===== src/rtl/idc_pkg.sv =====
package idc_pkg;

    // ------------------------------------------------------------
    // register offsets (byte addresses, one word each)
    // ------------------------------------------------------------
    localparam logic [7:0] IDC_OFS_INSTR  = 8'h00;
    localparam logic [7:0] IDC_OFS_FILE   = 8'h04;
    localparam logic [7:0] IDC_OFS_PINS   = 8'h08;
    localparam logic [7:0] IDC_OFS_CTRL   = 8'h0c;
    localparam logic [7:0] IDC_OFS_DEC_A  = 8'h10;
    localparam logic [7:0] IDC_OFS_DEC_B  = 8'h14;
    localparam logic [7:0] IDC_OFS_STATUS = 8'h18;

    // ------------------------------------------------------------
    // field positions
    // ------------------------------------------------------------
    localparam int IDC_CTRL_TMR_LSB  = 0;
    localparam int IDC_CTRL_PORT_LSB = 8;
    localparam int IDC_CTRL_PSA_BIT  = 16;
    localparam int IDC_DECA_FILE_LSB = 8;
    localparam int IDC_DECA_DEST_BIT = 15;
    localparam int IDC_DECA_BIT_LSB  = 16;
    localparam int IDC_DECA_OP_LSB   = 24;
    localparam int IDC_DECB_FLG_LSB  = 16;

    // ------------------------------------------------------------
    // reset values and timing
    // ------------------------------------------------------------
    localparam logic [13:0] IDC_INSTR_RST = 14'h0000;
    localparam logic [7:0]  IDC_BYTE_RST  = 8'h00;
    localparam logic [16:0] IDC_CTRL_RST  = 17'h00000;
    localparam int          IDC_OSC_PER_CYCLE = 4;
    localparam logic [1:0]  IDC_PHASE_LAST = 2'(IDC_OSC_PER_CYCLE - 1);

    // ------------------------------------------------------------
    // types
    // ------------------------------------------------------------
    typedef enum logic [5:0] {
        OP_NO_OPERATION, OP_ADD_ACC_FILE, OP_SUBTRACT_ACC_FROM_FILE, OP_AND_ACC_FILE,
        OP_OR_ACC_FILE, OP_XOR_ACC_FILE, OP_ROTATE_LEFT_CARRY, OP_ROTATE_RIGHT_CARRY,
        OP_COMPLEMENT_FILE, OP_DECREMENT_FILE, OP_INCREMENT_FILE, OP_MOVE_FILE,
        OP_SWAP_NIBBLES, OP_DECREMENT_SKIP_ZERO, OP_INCREMENT_SKIP_ZERO, OP_CLEAR_FILE,
        OP_CLEAR_ACC, OP_STORE_ACC_TO_FILE, OP_BIT_CLEAR, OP_BIT_SET,
        OP_TEST_SKIP_IF_CLEAR, OP_TEST_SKIP_IF_SET, OP_LOAD_LITERAL, OP_OR_LITERAL,
        OP_AND_LITERAL, OP_XOR_LITERAL, OP_ADD_LITERAL, OP_LITERAL_MINUS_ACC,
        OP_RETURN_WITH_LITERAL, OP_CALL, OP_JUMP, OP_RETURN,
        OP_INTERRUPT_RETURN, OP_STANDBY, OP_WATCHDOG_CLEAR
    } idc_op_t;

    typedef struct packed {
        idc_op_t     op;
        logic        dest_file;
        logic [6:0]  file_addr;
        logic [2:0]  bit_num;
        logic [7:0]  literal;
        logic [10:0] target;
        logic        flag_c;
        logic        flag_dc;
        logic        flag_z;
        logic        flag_topd;
        logic        two_cycle;
        logic        skip;
        logic        file_read;
        logic        use_pins;
        logic        writes_file;
    } idc_dec_t;

    typedef enum logic [1:0] {
        SEQ_IDLE, SEQ_EXEC, SEQ_SECOND
    } idc_seq_t;

endpackage


===== src/rtl/idc_decoder.sv =====
// The implementer's own choices: the register offsets and register access over Wishbone.
`timescale 1ns/1ps
module idc_decoder
    import idc_pkg::*;
(
    // clock and reset
    input  wire logic        CLK_SYS,
    input  wire logic        RESET,
    // wishbone slave
    input  wire logic        WB_CYC_I,
    input  wire logic        WB_STB_I,
    input  wire logic        WB_WE_I,
    input  wire logic [7:0]  WB_ADR_I,
    input  wire logic [3:0]  WB_SEL_I,
    input  wire logic [31:0] WB_DAT_I,
    output logic      [31:0] WB_DAT_O,
    output logic             WB_ACK_O,
    // decoded instruction to datapath
    output idc_dec_t         DEC_OUT,
    output logic             EXEC_BUSY,
    output logic             CYCLE_END,
    output logic             PRESCALER_CLR
);

    // ------------------------------------------------------------
    // decode
    // ------------------------------------------------------------
    function automatic idc_dec_t decode(input logic [13:0] w, input logic [7:0] opnd);
        idc_dec_t d;
        d = '0;
        d.op        = OP_NO_OPERATION;
        d.dest_file = w[7];
        d.file_addr = w[6:0];
        d.bit_num   = w[9:7];
        d.literal   = w[7:0];
        d.target    = w[10:0];
        unique case (w[13:12])
            2'b00: begin
                d.file_read   = 1'b1;
                d.writes_file = w[7];
                unique case (w[11:8])
                    4'b0111: begin
                        d.op = OP_ADD_ACC_FILE;
                        {d.flag_c, d.flag_dc, d.flag_z} = 3'b111;
                    end
                    4'b0010: begin
                        d.op = OP_SUBTRACT_ACC_FROM_FILE;
                        {d.flag_c, d.flag_dc, d.flag_z} = 3'b111;
                    end
                    4'b0101: begin
                        d.op = OP_AND_ACC_FILE;
                        d.flag_z = 1'b1;
                    end
                    4'b0100: begin
                        d.op = OP_OR_ACC_FILE;
                        d.flag_z = 1'b1;
                    end
                    4'b0110: begin
                        d.op = OP_XOR_ACC_FILE;
                        d.flag_z = 1'b1;
                    end
                    4'b1101: begin
                        d.op = OP_ROTATE_LEFT_CARRY;
                        d.flag_c = 1'b1;
                    end
                    4'b1100: begin
                        d.op = OP_ROTATE_RIGHT_CARRY;
                        d.flag_c = 1'b1;
                    end
                    4'b1001: begin
                        d.op = OP_COMPLEMENT_FILE;
                        d.flag_z = 1'b1;
                    end
                    4'b0011: begin
                        d.op = OP_DECREMENT_FILE;
                        d.flag_z = 1'b1;
                    end
                    4'b1010: begin
                        d.op = OP_INCREMENT_FILE;
                        d.flag_z = 1'b1;
                    end
                    4'b1000: begin
                        d.op = OP_MOVE_FILE;
                        d.flag_z = 1'b1;
                    end
                    4'b1110: d.op = OP_SWAP_NIBBLES;
                    4'b1011: begin
                        d.op   = OP_DECREMENT_SKIP_ZERO;
                        d.skip = (opnd == 8'h01);
                    end
                    4'b1111: begin
                        d.op   = OP_INCREMENT_SKIP_ZERO;
                        d.skip = (opnd == 8'hff);
                    end
                    4'b0001: begin
                        d.flag_z    = 1'b1;
                        d.op        = w[7] ? OP_CLEAR_FILE : OP_CLEAR_ACC;
                        d.file_read = w[7];
                    end
                    4'b0000: begin
                        if (w[7]) begin
                            d.op = OP_STORE_ACC_TO_FILE;
                        end else begin
                            // control words carry no file address
                            d.file_read = 1'b0;
                            if (w[6:0] == 7'h08) begin
                                d.op        = OP_RETURN;
                                d.two_cycle = 1'b1;
                            end else if (w[6:0] == 7'h09) begin
                                d.op        = OP_INTERRUPT_RETURN;
                                d.two_cycle = 1'b1;
                            end else if (w[6:0] == 7'h63) begin
                                d.op        = OP_STANDBY;
                                d.flag_topd = 1'b1;
                            end else if (w[6:0] == 7'h64) begin
                                d.op        = OP_WATCHDOG_CLEAR;
                                d.flag_topd = 1'b1;
                            end else begin
                                d.op = OP_NO_OPERATION;
                            end
                        end
                    end
                endcase
                if (d.op == OP_NO_OPERATION || d.op == OP_CLEAR_ACC) begin
                    d.writes_file = 1'b0;
                end
            end
            2'b01: begin
                d.dest_file = 1'b1;
                d.file_read = 1'b1;
                unique case (w[11:10])
                    2'b00: begin
                        d.op          = OP_BIT_CLEAR;
                        d.writes_file = 1'b1;
                    end
                    2'b01: begin
                        d.op          = OP_BIT_SET;
                        d.writes_file = 1'b1;
                    end
                    2'b10: begin
                        d.op   = OP_TEST_SKIP_IF_CLEAR;
                        d.skip = ~opnd[w[9:7]];
                    end
                    2'b11: begin
                        d.op   = OP_TEST_SKIP_IF_SET;
                        d.skip = opnd[w[9:7]];
                    end
                endcase
            end
            2'b10: begin
                d.op        = w[11] ? OP_JUMP : OP_CALL;
                d.two_cycle = 1'b1;
            end
            2'b11: begin
                casez (w[11:8])
                    4'b00??: d.op = OP_LOAD_LITERAL;
                    4'b01??: begin
                        d.op        = OP_RETURN_WITH_LITERAL;
                        d.two_cycle = 1'b1;
                    end
                    4'b1000: begin
                        d.op = OP_OR_LITERAL;
                        d.flag_z = 1'b1;
                    end
                    4'b1001: begin
                        d.op = OP_AND_LITERAL;
                        d.flag_z = 1'b1;
                    end
                    4'b1010: begin
                        d.op = OP_XOR_LITERAL;
                        d.flag_z = 1'b1;
                    end
                    4'b110?: begin
                        d.op = OP_LITERAL_MINUS_ACC;
                        {d.flag_c, d.flag_dc, d.flag_z} = 3'b111;
                    end
                    4'b111?: begin
                        d.op = OP_ADD_LITERAL;
                        {d.flag_c, d.flag_dc, d.flag_z} = 3'b111;
                    end
                    default: d.op = OP_NO_OPERATION;
                endcase
            end
        endcase
        d.two_cycle = d.two_cycle | d.skip;
        return d;
    endfunction

    // ------------------------------------------------------------
    // register file
    // ------------------------------------------------------------
    logic [13:0] instr_reg;
    logic [7:0]  file_val_reg;
    logic [7:0]  pin_val_reg;
    logic [16:0] ctrl_reg;
    idc_seq_t    seq_reg;
    logic [1:0]  phase_reg;
    logic        wb_req;
    logic        wr_instr;
    logic [13:0] instr_in;
    logic        is_port;
    logic [7:0]  operand;
    idc_dec_t    dec_next;
    logic        tmr_write;

    assign wb_req   = WB_CYC_I & WB_STB_I & ~WB_ACK_O;
    // instruction writes while busy are dropped so the latched decode stays stable
    assign wr_instr = wb_req & WB_WE_I & (WB_ADR_I == IDC_OFS_INSTR) & WB_SEL_I[0] & (seq_reg == SEQ_IDLE);

    // port match must use the word being written, not the previous one
    assign instr_in = WB_SEL_I[1] ? WB_DAT_I[13:0] : {instr_reg[13:8], WB_DAT_I[7:0]};
    assign is_port  = (instr_in[6:0] == ctrl_reg[IDC_CTRL_PORT_LSB +: 7]);
    // port reads see the pins, not the output latch
    assign operand  = is_port ? pin_val_reg : file_val_reg;

    always_ff @(posedge CLK_SYS or posedge RESET) begin
        if (RESET) begin
            instr_reg    <= IDC_INSTR_RST;
            file_val_reg <= IDC_BYTE_RST;
            pin_val_reg  <= IDC_BYTE_RST;
            ctrl_reg     <= IDC_CTRL_RST;
        end else if (wb_req && WB_WE_I) begin
            if (wr_instr)
                instr_reg <= instr_in;
            if (WB_ADR_I == IDC_OFS_FILE && WB_SEL_I[0])
                file_val_reg <= WB_DAT_I[7:0];
            if (WB_ADR_I == IDC_OFS_PINS && WB_SEL_I[0])
                pin_val_reg <= WB_DAT_I[7:0];
            if (WB_ADR_I == IDC_OFS_CTRL && WB_SEL_I[0])
                ctrl_reg[7:0] <= WB_DAT_I[7:0];
            if (WB_ADR_I == IDC_OFS_CTRL && WB_SEL_I[1])
                ctrl_reg[15:8] <= WB_DAT_I[15:8];
            if (WB_ADR_I == IDC_OFS_CTRL && WB_SEL_I[2])
                ctrl_reg[16] <= WB_DAT_I[16];
        end
    end

    // ------------------------------------------------------------
    // wishbone answer
    // ------------------------------------------------------------
    always_ff @(posedge CLK_SYS or posedge RESET) begin
        if (RESET) begin
            WB_ACK_O <= 1'b0;
            WB_DAT_O <= 32'h0000_0000;
        end else begin
            WB_ACK_O <= wb_req;
            WB_DAT_O <= 32'h0000_0000;
            if (wb_req && !WB_WE_I) begin
                unique case (WB_ADR_I)
                    IDC_OFS_INSTR:  WB_DAT_O <= {18'h0_0000, instr_reg};
                    IDC_OFS_FILE:   WB_DAT_O <= {24'h00_0000, file_val_reg};
                    IDC_OFS_PINS:   WB_DAT_O <= {24'h00_0000, pin_val_reg};
                    IDC_OFS_CTRL:   WB_DAT_O <= {15'h0000, ctrl_reg};
                    IDC_OFS_DEC_A: begin
                        WB_DAT_O[7:0]                    <= DEC_OUT.literal;
                        WB_DAT_O[IDC_DECA_FILE_LSB +: 7] <= DEC_OUT.file_addr;
                        WB_DAT_O[IDC_DECA_DEST_BIT]      <= DEC_OUT.dest_file;
                        WB_DAT_O[IDC_DECA_BIT_LSB +: 3]  <= DEC_OUT.bit_num;
                        WB_DAT_O[IDC_DECA_OP_LSB +: 6]   <= DEC_OUT.op;
                    end
                    IDC_OFS_DEC_B: begin
                        WB_DAT_O[10:0]                  <= DEC_OUT.target;
                        WB_DAT_O[IDC_DECB_FLG_LSB +: 9] <= {DEC_OUT.writes_file, DEC_OUT.use_pins,
                                                            DEC_OUT.file_read, DEC_OUT.skip,
                                                            DEC_OUT.two_cycle, DEC_OUT.flag_topd,
                                                            DEC_OUT.flag_z, DEC_OUT.flag_dc,
                                                            DEC_OUT.flag_c};
                    end
                    IDC_OFS_STATUS: WB_DAT_O <= {28'h000_0000, phase_reg,
                                                 seq_reg == SEQ_SECOND, EXEC_BUSY};
                    default:        WB_DAT_O <= 32'h0000_0000;
                endcase
            end
        end
    end

    // ------------------------------------------------------------
    // decode latch
    // ------------------------------------------------------------
    always_comb begin
        dec_next          = decode(instr_in, operand);
        // any instruction that reads the file at the port address picks the pins
        dec_next.use_pins = dec_next.file_read & is_port;
    end

    // operand is judged against the address being written this cycle
    always_ff @(posedge CLK_SYS or posedge RESET) begin
        if (RESET) begin
            DEC_OUT <= '0;
        end else if (wr_instr) begin
            DEC_OUT <= dec_next;
        end
    end

    // ------------------------------------------------------------
    // instruction cycle sequencer
    // ------------------------------------------------------------
    always_ff @(posedge CLK_SYS or posedge RESET) begin
        if (RESET) begin
            seq_reg   <= SEQ_IDLE;
            phase_reg <= 2'h0;
            EXEC_BUSY <= 1'b0;
            CYCLE_END <= 1'b0;
        end else begin
            CYCLE_END <= 1'b0;
            unique case (seq_reg)
                SEQ_IDLE: begin
                    phase_reg <= 2'h0;
                    if (wr_instr) begin
                        seq_reg   <= SEQ_EXEC;
                        EXEC_BUSY <= 1'b1;
                    end
                end
                SEQ_EXEC, SEQ_SECOND: begin
                    phase_reg <= phase_reg + 2'h1;
                    if (phase_reg == IDC_PHASE_LAST) begin
                        CYCLE_END <= 1'b1;
                        // second cycle executes as a no operation
                        seq_reg   <= (seq_reg == SEQ_EXEC && DEC_OUT.two_cycle) ? SEQ_SECOND : SEQ_IDLE;
                        EXEC_BUSY <= seq_reg == SEQ_EXEC && DEC_OUT.two_cycle;
                    end
                end
            endcase
        end
    end

    // ------------------------------------------------------------
    // timer prescaler clear
    // ------------------------------------------------------------
    assign tmr_write = DEC_OUT.writes_file
                     & (DEC_OUT.file_addr == ctrl_reg[IDC_CTRL_TMR_LSB +: 7])
                     & ctrl_reg[IDC_CTRL_PSA_BIT];

    // pulse at the end of the first cycle, when the write lands
    always_ff @(posedge CLK_SYS or posedge RESET) begin
        if (RESET) begin
            PRESCALER_CLR <= 1'b0;
        end else begin
            PRESCALER_CLR <= (seq_reg == SEQ_EXEC) & (phase_reg == IDC_PHASE_LAST) & tmr_write;
        end
    end

endmodule


===== config.mk =====
export PLATFORM = sky130hd
export DESIGN_NAME = idc_decoder
export DESIGN_NICKNAME = d
export VERILOG_FILES = /design/src/rtl/idc_pkg.sv /design/src/rtl/idc_decoder.sv
export SDC_FILE = /design/constraint.sdc
export NUM_CORES = 1
export LEC_CHECK = 0
export BUFFER_PORTS_ARGS = -buffer_cell sky130_fd_sc_hd__clkbuf_2
export CORE_ASPECT_RATIO = 1.75
export CORE_UTILIZATION = 25
export DETAILED_ROUTE_END_ITERATION = 8
export HOLD_SLACK_MARGIN = 0.05
export PLACE_DENSITY = 0.5
export SETUP_SLACK_MARGIN = 0.1
export SLEW_MARGIN = 20
export SYNTH_ARGS = -nofsm -noshare
export SYNTH_HDL_FRONTEND = slang
export SYNTH_SLANG_ARGS = --single-unit

===== constraint.sdc =====
create_clock -name CLK_SYS -period 3.6 [get_ports CLK_SYS]
set_input_delay 0.18 -clock CLK_SYS [delete_from_list [all_inputs] [get_ports CLK_SYS]]
set_output_delay 0.18 -clock CLK_SYS [all_outputs]
set_load 0.01 [all_outputs]

[Word-level counts from Yosys, hierarchy flattened]
Cells that the tools add are included.
Word-level totals
  register bits: 132
  latch bits: 0
  bits in writable memories: 0
  ROM bits: 0
  input port bits: 49
  output and inout bits: 81
  word-level logic and storage cells: 176
  memories: 0
Operators by class
  add/subtract/negate cells: 1
  multipliers: 0
  div/mod/pow operators: 0
  $lt $le $gt $ge: 1
  equality and inequality tests: 43
  shift-type cells: 0
  multiplexer cells: 59
  bitwise gates (word level): 14
  reduce and logical (&&, ||, !) cells: 30
Operator list (number)
  6-bit case mux with 16 select lines: 1
  11-bit case mux with 7 select lines: 1
  6-bit case mux with 4 select lines: 2
  6-bit 2-to-1 mux: 6
  5-bit case mux with 7 select lines: 1
  4-bit equality test, second input constant: 8
  30-bit 2-to-1 mux: 1
  8-bit by 5-bit equality test with 1-bit output, second input constant: 3
  1-bit 2-to-1 mux: 21
  4-bit by 3-bit equality test with 1-bit output, second input constant: 4
  8-bit by 4-bit equality test with 1-bit output, second input constant: 2
  5-bit 2-to-1 mux: 3
  5-bit case mux with 3 select lines: 1
  7-bit by 4-bit equality test with 1-bit output, second input constant: 2
  7-bit equality test: 2
  7-bit equality test, second input constant: 2
  14-bit 2-to-1 mux: 1
  2-bit 2-to-1 mux: 7
  2-bit AND reduction: 7
  2-bit equality test, second input constant: 6
  1-bit case mux with 2 select lines: 6
  2-bit case mux with 2 select lines: 3
  1-bit AND: 11
  10-bit OR reduction: 1
  28 further kinds: 46

[Depth between registers and ports, before layout]
Gate-level depths: netlist of the first run.
  depth in word-level cells: 13
  gate-level depth with buffers: 9

[Least setup slack after synthesis of the first run]
No wires, ideal clock.
  path type: register -> register
  start: register ctrl_reg[13]
  end: register DEC_OUT[3] (netlist name)
  library setup time: 0.127 ns
  arrival: 1.771 ns
  required time: 3.473 ns
  path slack: 1.702 ns
  cell stages (with the launch flop): 9
  clock period less this slack: 1.898 ns
  path through: dfrtp_1 xnor2_1 nand4_2 o21a_1 a2111oi_1 nor4_1 and4_1 o21ai_1 a21oi_1
On the way
  longest elaborated chain between the ends: 7
  elaborated cells on any way between the ends: 10
  classes of those cells: 3 x eq/ne; 6 x mux; 1 x bitwise
Ends and longest elaborated chain
  start, declared: line idc_decoder.sv:195  | logic [16:0] ctrl_reg;
  start signal, assigned: line idc_decoder.sv:232  | ctrl_reg[15:8] <= WB_DAT_I[15:8];
  7-bit equality test *: line idc_decoder.sv:212  | assign is_port = (instr_in[6:0] == ctrl_reg[IDC_CTRL_PORT_LSB +: 7]);
  8-bit 2-to-1 mux *: line idc_decoder.sv:214  | assign operand = is_port ? pin_val_reg : file_val_reg;
  1-bit binary-select mux with 3-bit select: line idc_decoder.sv:142, idc_decoder.sv:146
  1-bit 2-to-1 mux (implied by the code): line idc_decoder.sv:142, idc_decoder.sv:146
  1-bit NOT: line idc_decoder.sv:142  | d.skip = ~opnd[w[9:7]];
  1-bit case mux with 2 select lines: line idc_decoder.sv:131  | unique case (w[11:10])
  2-bit case mux with 2 select lines *: line idc_decoder.sv:37  | unique case (w[13:12])
  end signal, assigned: line idc_decoder.sv:291  | DEC_OUT <= dec_next;
  end, declared: line idc_decoder.sv:19  | output idc_dec_t DEC_OUT,
Mark *: on every way between the ends. The rest lies on a longest branch, timed or not. The select of a mux whose other input is x is not followed.
A chain may end at the register's enable or synchronous reset.

[Worst setup path in the final report of the first run]
  start: register instr_reg[13]
  end: register DEC_OUT[44] (netlist name)
On the way
  longest elaborated chain between the ends: 3
  elaborated cells on any way between the ends: 6
  classes of those cells: 3 x eq/ne; 2 x mux; 1 x reduce/logical
Ends and longest elaborated chain
  start, declared: line idc_decoder.sv:192  | logic [13:0] instr_reg;
  start signal, assigned: line idc_decoder.sv:224  | instr_reg <= instr_in;
  14-bit 2-to-1 mux *: line idc_decoder.sv:211  | assign instr_in = WB_SEL_I[1] ? WB_DAT_I[13:0] : {instr_reg[13:8], WB_DAT_I[7:0]};
  2-bit equality test, or another cell as far along: line idc_decoder.sv:37
  6-bit case mux with 4 select lines *: line idc_decoder.sv:37
Mark *: on every way between the ends. The rest lies on a longest branch, timed or not.

==> impl_metrics.ini, run 1 <==
[status]
status = complete, but fails checks
violations = hold timing

[drt]
viasPerCell = 4.88
wl_per_cell_um = 19.5
ant_nets = 0
drt_iter0_markers = 312
drcViolationCount = 0
vias = 4714
drt-total-wl_um = 18900
drt-pass1-iter-count = 6

[synthesis]
synth_edf_count = 0
synth.distinct_cells = 57
synth_area_per_cell_um2 = 10.0
synthFlopType = dfrtp_1
yosys_warnings = 0
synthCells = 577
ys_seq_elements = 112
synthArstFlopShare_pct = 100
seq_area_frac_synth_pct = 48.4
syn-cell-area_mm2 = 0.00579

[global_routing]
grt_pass1_vias = 4922
grt_max_degree = 71
overflow = 0
grt_pass1_wl_um = 28900
grt_usage_pct = 16.7
grt_antenna_before_repair = 0

[sta]
hold_violations = 1
hold_slack_ps = -0.0401
setup-violations-final = 0
fmax_mhz = 413
fin_crit_ps = 2420
worstMarginPinSlew_ps = 894
rsz0062_at_grt = false
skew_ps = 10.5
slew_headroom_pct = 40.4
fin_crit_sh_pct = 67.3
worst_slack_ps = 1180
maxSlewViolCount = 0
fin_tns_setup_ps = 0

[die]
initial_utilization_pct = 25.5
core_mm2 = 0.0227
die_y_um = 203
fp.dieW_um = 117
dieArea_mm2 = 0.0238
num_io_pins = 130
num_rows = 73

[setup_path]
worstSetupPathType = register to register
worst_ep_arrival_time_ps = 2720
cp_max_fo = 11
rr_startpoint = instr_reg[13]$_DFFE_PP0P_
r2r_slack_ps = 1180
r2r_end = DEC_OUT[44]$_DFFE_PP0P_
reg2reg_depth = 6
worstPathRequired_ps = 3900
cp-end-kind = register
start_kind = register

[layout]
num-fill-cells = 2410
diodes = 0
multiInputGateArea_mm2 = 0.00267
largest_register_ffs = 30
stdcell_count = 966
final_layout_size_suffix_gt1_share_pct = 28.4
finalNetCount = 718
fin_util_pct = 29.9
area_delta_synth_final_pct = 17.5
seq_area_mm2 = 0.00280

[placement]
gp_congestion = 0.892
port_buffers = 111
place_ws_ps = 888
hpwl_um = 14400
place_inst = 950

[run]
cap_violations = 0

[power_and_ir_drop]
p_leak_nw = 3.30
p_comb_share_pct = 11.7
p_int_mw = 1.86
swShare_pct = 27.1
ir_drop_mv = 0.201
power_density_mw_per_mm2 = 376
finalPower_mw = 2.56
p_switching_mw = 0.693
p_seq_share_pct = 51.5
p_clk_share_pct = 36.7

[clock_network]
clk_pin_slew_worst_paths_ps = 70
ctsHoldBuffers = 0
htreeDepth = 3
postCtsSetupBuffers = 0
insertion_delay_ps = 360
tritoncts = done
cts-root-buf = clkbuf_16
cts_buffers = 9
cts_buffer_depth = 2
cts-resized-gates = 0
clock_sinks = 112

[worst_hold_path]
hold_path.class = primary input to asynchronous set/reset pin
==> worst max-delay path, cell delays in order, from the launching register on <==
cell	delay [ps]
dfrtp_1	400
mux2i_1	390
ha_1	340
buf_4	210
nand4_1	140
a2111oi_0	740
a21o_1	140
==> placed cells by master, fill, tap and decap left out, types with 9 or more instances in the layout <==
cell type  count
dfrtp_1      112
clkbuf_2     111
nand2_1       91
nor2_1        43
mux2_2        40
a21oi_1       30
o21ai_0       24
mux2i_1       15
nand3_1       13
nor3_1        12
and2_1        12
xnor2_1       12
buf_4         12
a222oi_1      10
clkbuf_16      9
==> logic make-up (layout without fill, tap and decap cells) <==
group	after synthesis	in the layout	share of synthesized area [%]
AOI/OAI and AO/OA	120	120	13.8
muxes	56	56	10.8
buffers and inverters	58	146	5.73
adders and majority gates	8	8	1.73
xor gates and xnor gates	15	15	2.53
and+or+nand+nor	207	207	17.0
other	1	2	0.0648
DFF	112	112	48.4
==> worst max path at each step <==
stage	start	end	slack (ps)
CTS	instr_reg[13]$_DFFE_PP0P_	DEC_OUT[44]$_DFFE_PP0P_	1140
finish	instr_reg[13]$_DFFE_PP0P_	DEC_OUT[44]$_DFFE_PP0P_	1180
detailed placement	WB_SEL_I[1]	DEC_OUT[44]$_DFFE_PP0P_	890
global placement	WB_SEL_I[1]	DEC_OUT[44]$_DFFE_PP0P_	890
global route	ctrl_reg[13]$_DFFE_PP0P_	DEC_OUT[3]$_DFFE_PP0P_	1040
floorplan	RESET	CYCLE_END$_DFF_PP0_	460
==> power by group through the flow <==
stage	registers, mW	clock network (mW)	logic (mW)
final	1.32	0.940	0.300
after CTS	1.32	0.962	0.303
after global placement	1.34	0	0.300
after floorplan	1.33	0	0.195
after detailed placement	1.34	0	0.302
after global routing	1.32	1.01	0.337
==> stage by stage <==
step           cell area, µm²  hold slack (ps)
5_1_grt                  6810             59.2
3_3_place_gp             6540              420
6_report                 6810          -0.0401
2_1_floorplan            5790              304
4_1_cts                  6810             50.7
3_5_place_dp             6540              427
==> cells in the mapped netlist (3+ instances only) <==
master | n | area share [%]
a211oi_1 | 5 | 0.65
a21o_1 | 5 | 0.65
a21oi_1 | 30 | 2.6
a221oi_1 | 6 | 0.91
a222oi_1 | 10 | 1.7
a22oi_1 | 7 | 0.91
a31oi_1 | 4 | 0.43
and2_1 | 12 | 1.3
and3_1 | 7 | 0.76
buf_2 | 10 | 0.86
buf_4 | 21 | 2.7
buf_6 | 3 | 0.58
clkbuf_1 | 16 | 1.0
dfrtp_1 | 112 | 48
ha_1 | 8 | 1.7
inv_1 | 6 | 0.39
mux2_2 | 40 | 7.8
mux2i_1 | 15 | 2.6
nand2_1 | 91 | 5.9
nand3_1 | 14 | 1.2
nand4_1 | 8 | 0.86
nor2_1 | 43 | 2.8
nor3_1 | 13 | 1.1
nor4_1 | 5 | 0.54
o21a_1 | 4 | 0.52
o21ai_0 | 24 | 2.1
o21ai_1 | 4 | 0.35
o31ai_1 | 8 | 1.0
xnor2_1 | 12 | 1.8
==> layout make-up <==
type                            instances  share of cell area, %
Clock buffer                           12                   3.47
Sequential cell                       112                   41.2
Clock inverter                          4                  0.460
Timing Repair Buffer                  124                   9.78
Tap cell                              300                   5.51
Inverter                                6                  0.368
Multi-Input combinational cell        408                   39.2
==> metal layers <==
layer	GRT usage (%)	wire, µm
met1	16.6	6640
met2	33.0	11100
met3	2.14	527
met4	7.64	577
met5	0	0
Note: power is estimated with default switching activity, not from simulation.
==> run 2: changes to the inputs <==
- clock period: 3.6 -> 2.4 ns (I/O delays scaled with it)
==> run 2 against run 1 <==
  * The flow now finishes without violations
  * Fmax increased by 11%
  * Register-to-register slack got worse by 970 ps
  * Critical path depth increased by 3
  * Wire length grew 2.6%
  * Flip-flop and latch count did not move
  * Non-clock buffer count rose by 36
  * Design area up 6.3%
  * Power up 59%
  * Die area is the same
  * Sequential power grew 49%
  * Sequential share of layout area fell by 2.4 points
  * Clock skew is 3.6 ps lower
  * Largest power group unchanged
==> impl_metrics.ini, run 2 (synthesis gave the netlist of run 1 again) <==
[sta]
skew_ps = 6.89
fin_crit_sh_pct = 91.4
setup-violations-final = 0
slew_headroom_pct = 46.4
fin_crit_ps = 2190
maxSlewViolCount = 0
hold_violations = 0
rsz0062_at_grt = true
worstMarginPinSlew_ps = 804
fin_tns_setup_ps = 0
fmax_mhz = 456

[setup_path]
worstPathRequired_ps = 2660
cp_max_fo = 7
start_kind = register
worst_ep_arrival_time_ps = 2450
worstSetupPathType = register to register
slowest_stage = dfrtp_1
cp.depth = 9
crit_buf_inv = 1
max_stage_delay_ps = 410
crit_chain = xnor2_1 > nand4_2 > o21a_1 > a2111oi_4 > nor4_2 > buf_4 > and4_1 > o21ai_2 > a21oi_1
reg2reg_depth = 9
crit_family = compound AO/OA/AOI/OAI gates
cp-end-kind = register

[die]
initial_utilization_pct = 25.5
num_io_pins = 130
fp.dieW_um = 117
die_y_um = 203
core_mm2 = 0.0227
num_rows = 73
dieArea_mm2 = 0.0238

[clock_network]
clk_pin_slew_worst_paths_ps = 70
tritoncts = done
clock_sinks = 112
htreeDepth = 3
cts_buffer_depth = 2
cts_buffers = 9
cts-root-buf = clkbuf_16
insertion_delay_ps = 370

[power_and_ir_drop]
ir_drop_mv = 0.341
p_switching_mw = 1.10
p_seq_share_pct = 48.6
swShare_pct = 27.0
p_int_mw = 2.97
p_comb_share_pct = 12.2
power_density_mw_per_mm2 = 562
p_clk_share_pct = 39.2
p_leak_nw = 3.51

[drt]
drcViolationCount = 0
ant_nets = 0
drt-pass1-iter-count = 8
drt_iter0_markers = 286
vias = 4915
viasPerCell = 4.91
wl_per_cell_um = 19.3
drt-total-wl_um = 19300

[placement]
gp_congestion = 0.891
port_buffers = 111
place_area_mm2 = 0.00674
hpwl_um = 14700

[layout]
largest_register_ffs = 30
postLayoutCellArea_mm2 = 0.00723
area_delta_synth_final_pct = 24.9
fin_util_pct = 31.8
final_common_cell = dfrtp_1
final_layout_size_suffix_gt1_share_pct = 32.2
finalNetCount = 754
diodes = 0
layout_common_cells = dfrtp_1, clkbuf_2, nand2_1
num-fill-cells = 2329

[global_routing]
grt_pass1_vias = 4990
grt_antenna_before_repair = 0
grt_usage_pct = 17.2
grt_pass1_wl_um = 29500
grt_max_degree = 56
overflow = 0

[run]
cap_violations = 0

[status]
status = finished clean

[worst_hold_path]
hold_path.class = primary input to register
holdPathStages = 3
-- run 2: repair_timing --
action	CTS	global route
buffers inserted	0	1
pin swaps	0	7
setup endpoints to repair	1	3
resized for setup	1	11
hold buffers	10	0
hold endpoints to repair	38	0
-- run 2: area by class of cell --
class	count	area [µm²]	share of cell area [%]
clock inverters	5	63.8	0.882
well taps	300	375	5.19
inverters	6	26.3	0.363
flip-flops and latches	112	2800	38.7
repair buffers	160	973	13.5
clock buffers	11	243	3.36
multi-input cells	408	2750	38.0
-- run 2: metal layers --
metal / GRT usage (%) / routed length, µm
met5: 0 / 0
met1: 17.7 / 6750
met2: 31.7 / 10900
met4: 11.4 / 1130
met3: 2.32 / 590
-- run 2: power groups by stage --
stage | Sequential (mW) | Clock, mW | Combinational [mW]
floorplan | 2.00 | 0 | 0.293
global placement | 2.01 | 0 | 0.474
detailed placement | 2.01 | 0 | 0.478
CTS | 1.98 | 1.65 | 0.494
global route | 1.98 | 1.69 | 0.559
finish | 1.97 | 1.59 | 0.497
-- run 2: metrics by stage --
stage | std cells | hold WS, ps | setup slack (ps) | power (mW)
6_report | 1002 | 73.3 | 206 | 4.06
5_1_grt | 1002 | 101 | 75.4 | 4.23
4_1_cts | 1001 | 52.0 | 103 | 4.12
3_5_place_dp | 975 | 286 | -36.8 | 2.49
3_3_place_gp | 975 | 277 | -54.2 | 2.49
2_1_floorplan | 578 | 244 | 502 | 2.29
-- run 2: path summary, 6_finish.rpt --
kind                                          start  slack [ps]                        to
setup / recovery           ctrl_reg[11]$_DFFE_PP0P_         210    DEC_OUT[4]$_DFFE_PP0P_
hold / removal                             WB_STB_I          70        WB_ACK_O$_DFF_PP0_
setup reg to reg           ctrl_reg[11]$_DFFE_PP0P_         210    DEC_OUT[4]$_DFFE_PP0P_
hold reg to reg            instr_reg[0]$_DFFE_PP0P_         490  instr_reg[0]$_DFFE_PP0P_
max in group asynchronous                     RESET        1240   DEC_OUT[19]$_DFFE_PP0P_
min in group asynchronous                     RESET         410    seq_reg[1]$_DFFE_PP0P_
-- run 2: worst reg2reg max path, delay by kind of cell (launching register included) --
family	cells	cell delay (ps)
AO/OA/AOI/OAI	4	810
flip-flops	1	410
AND/OR/NAND/NOR	3	540
buffers and inverters	1	140
XOR/XNOR	1	180
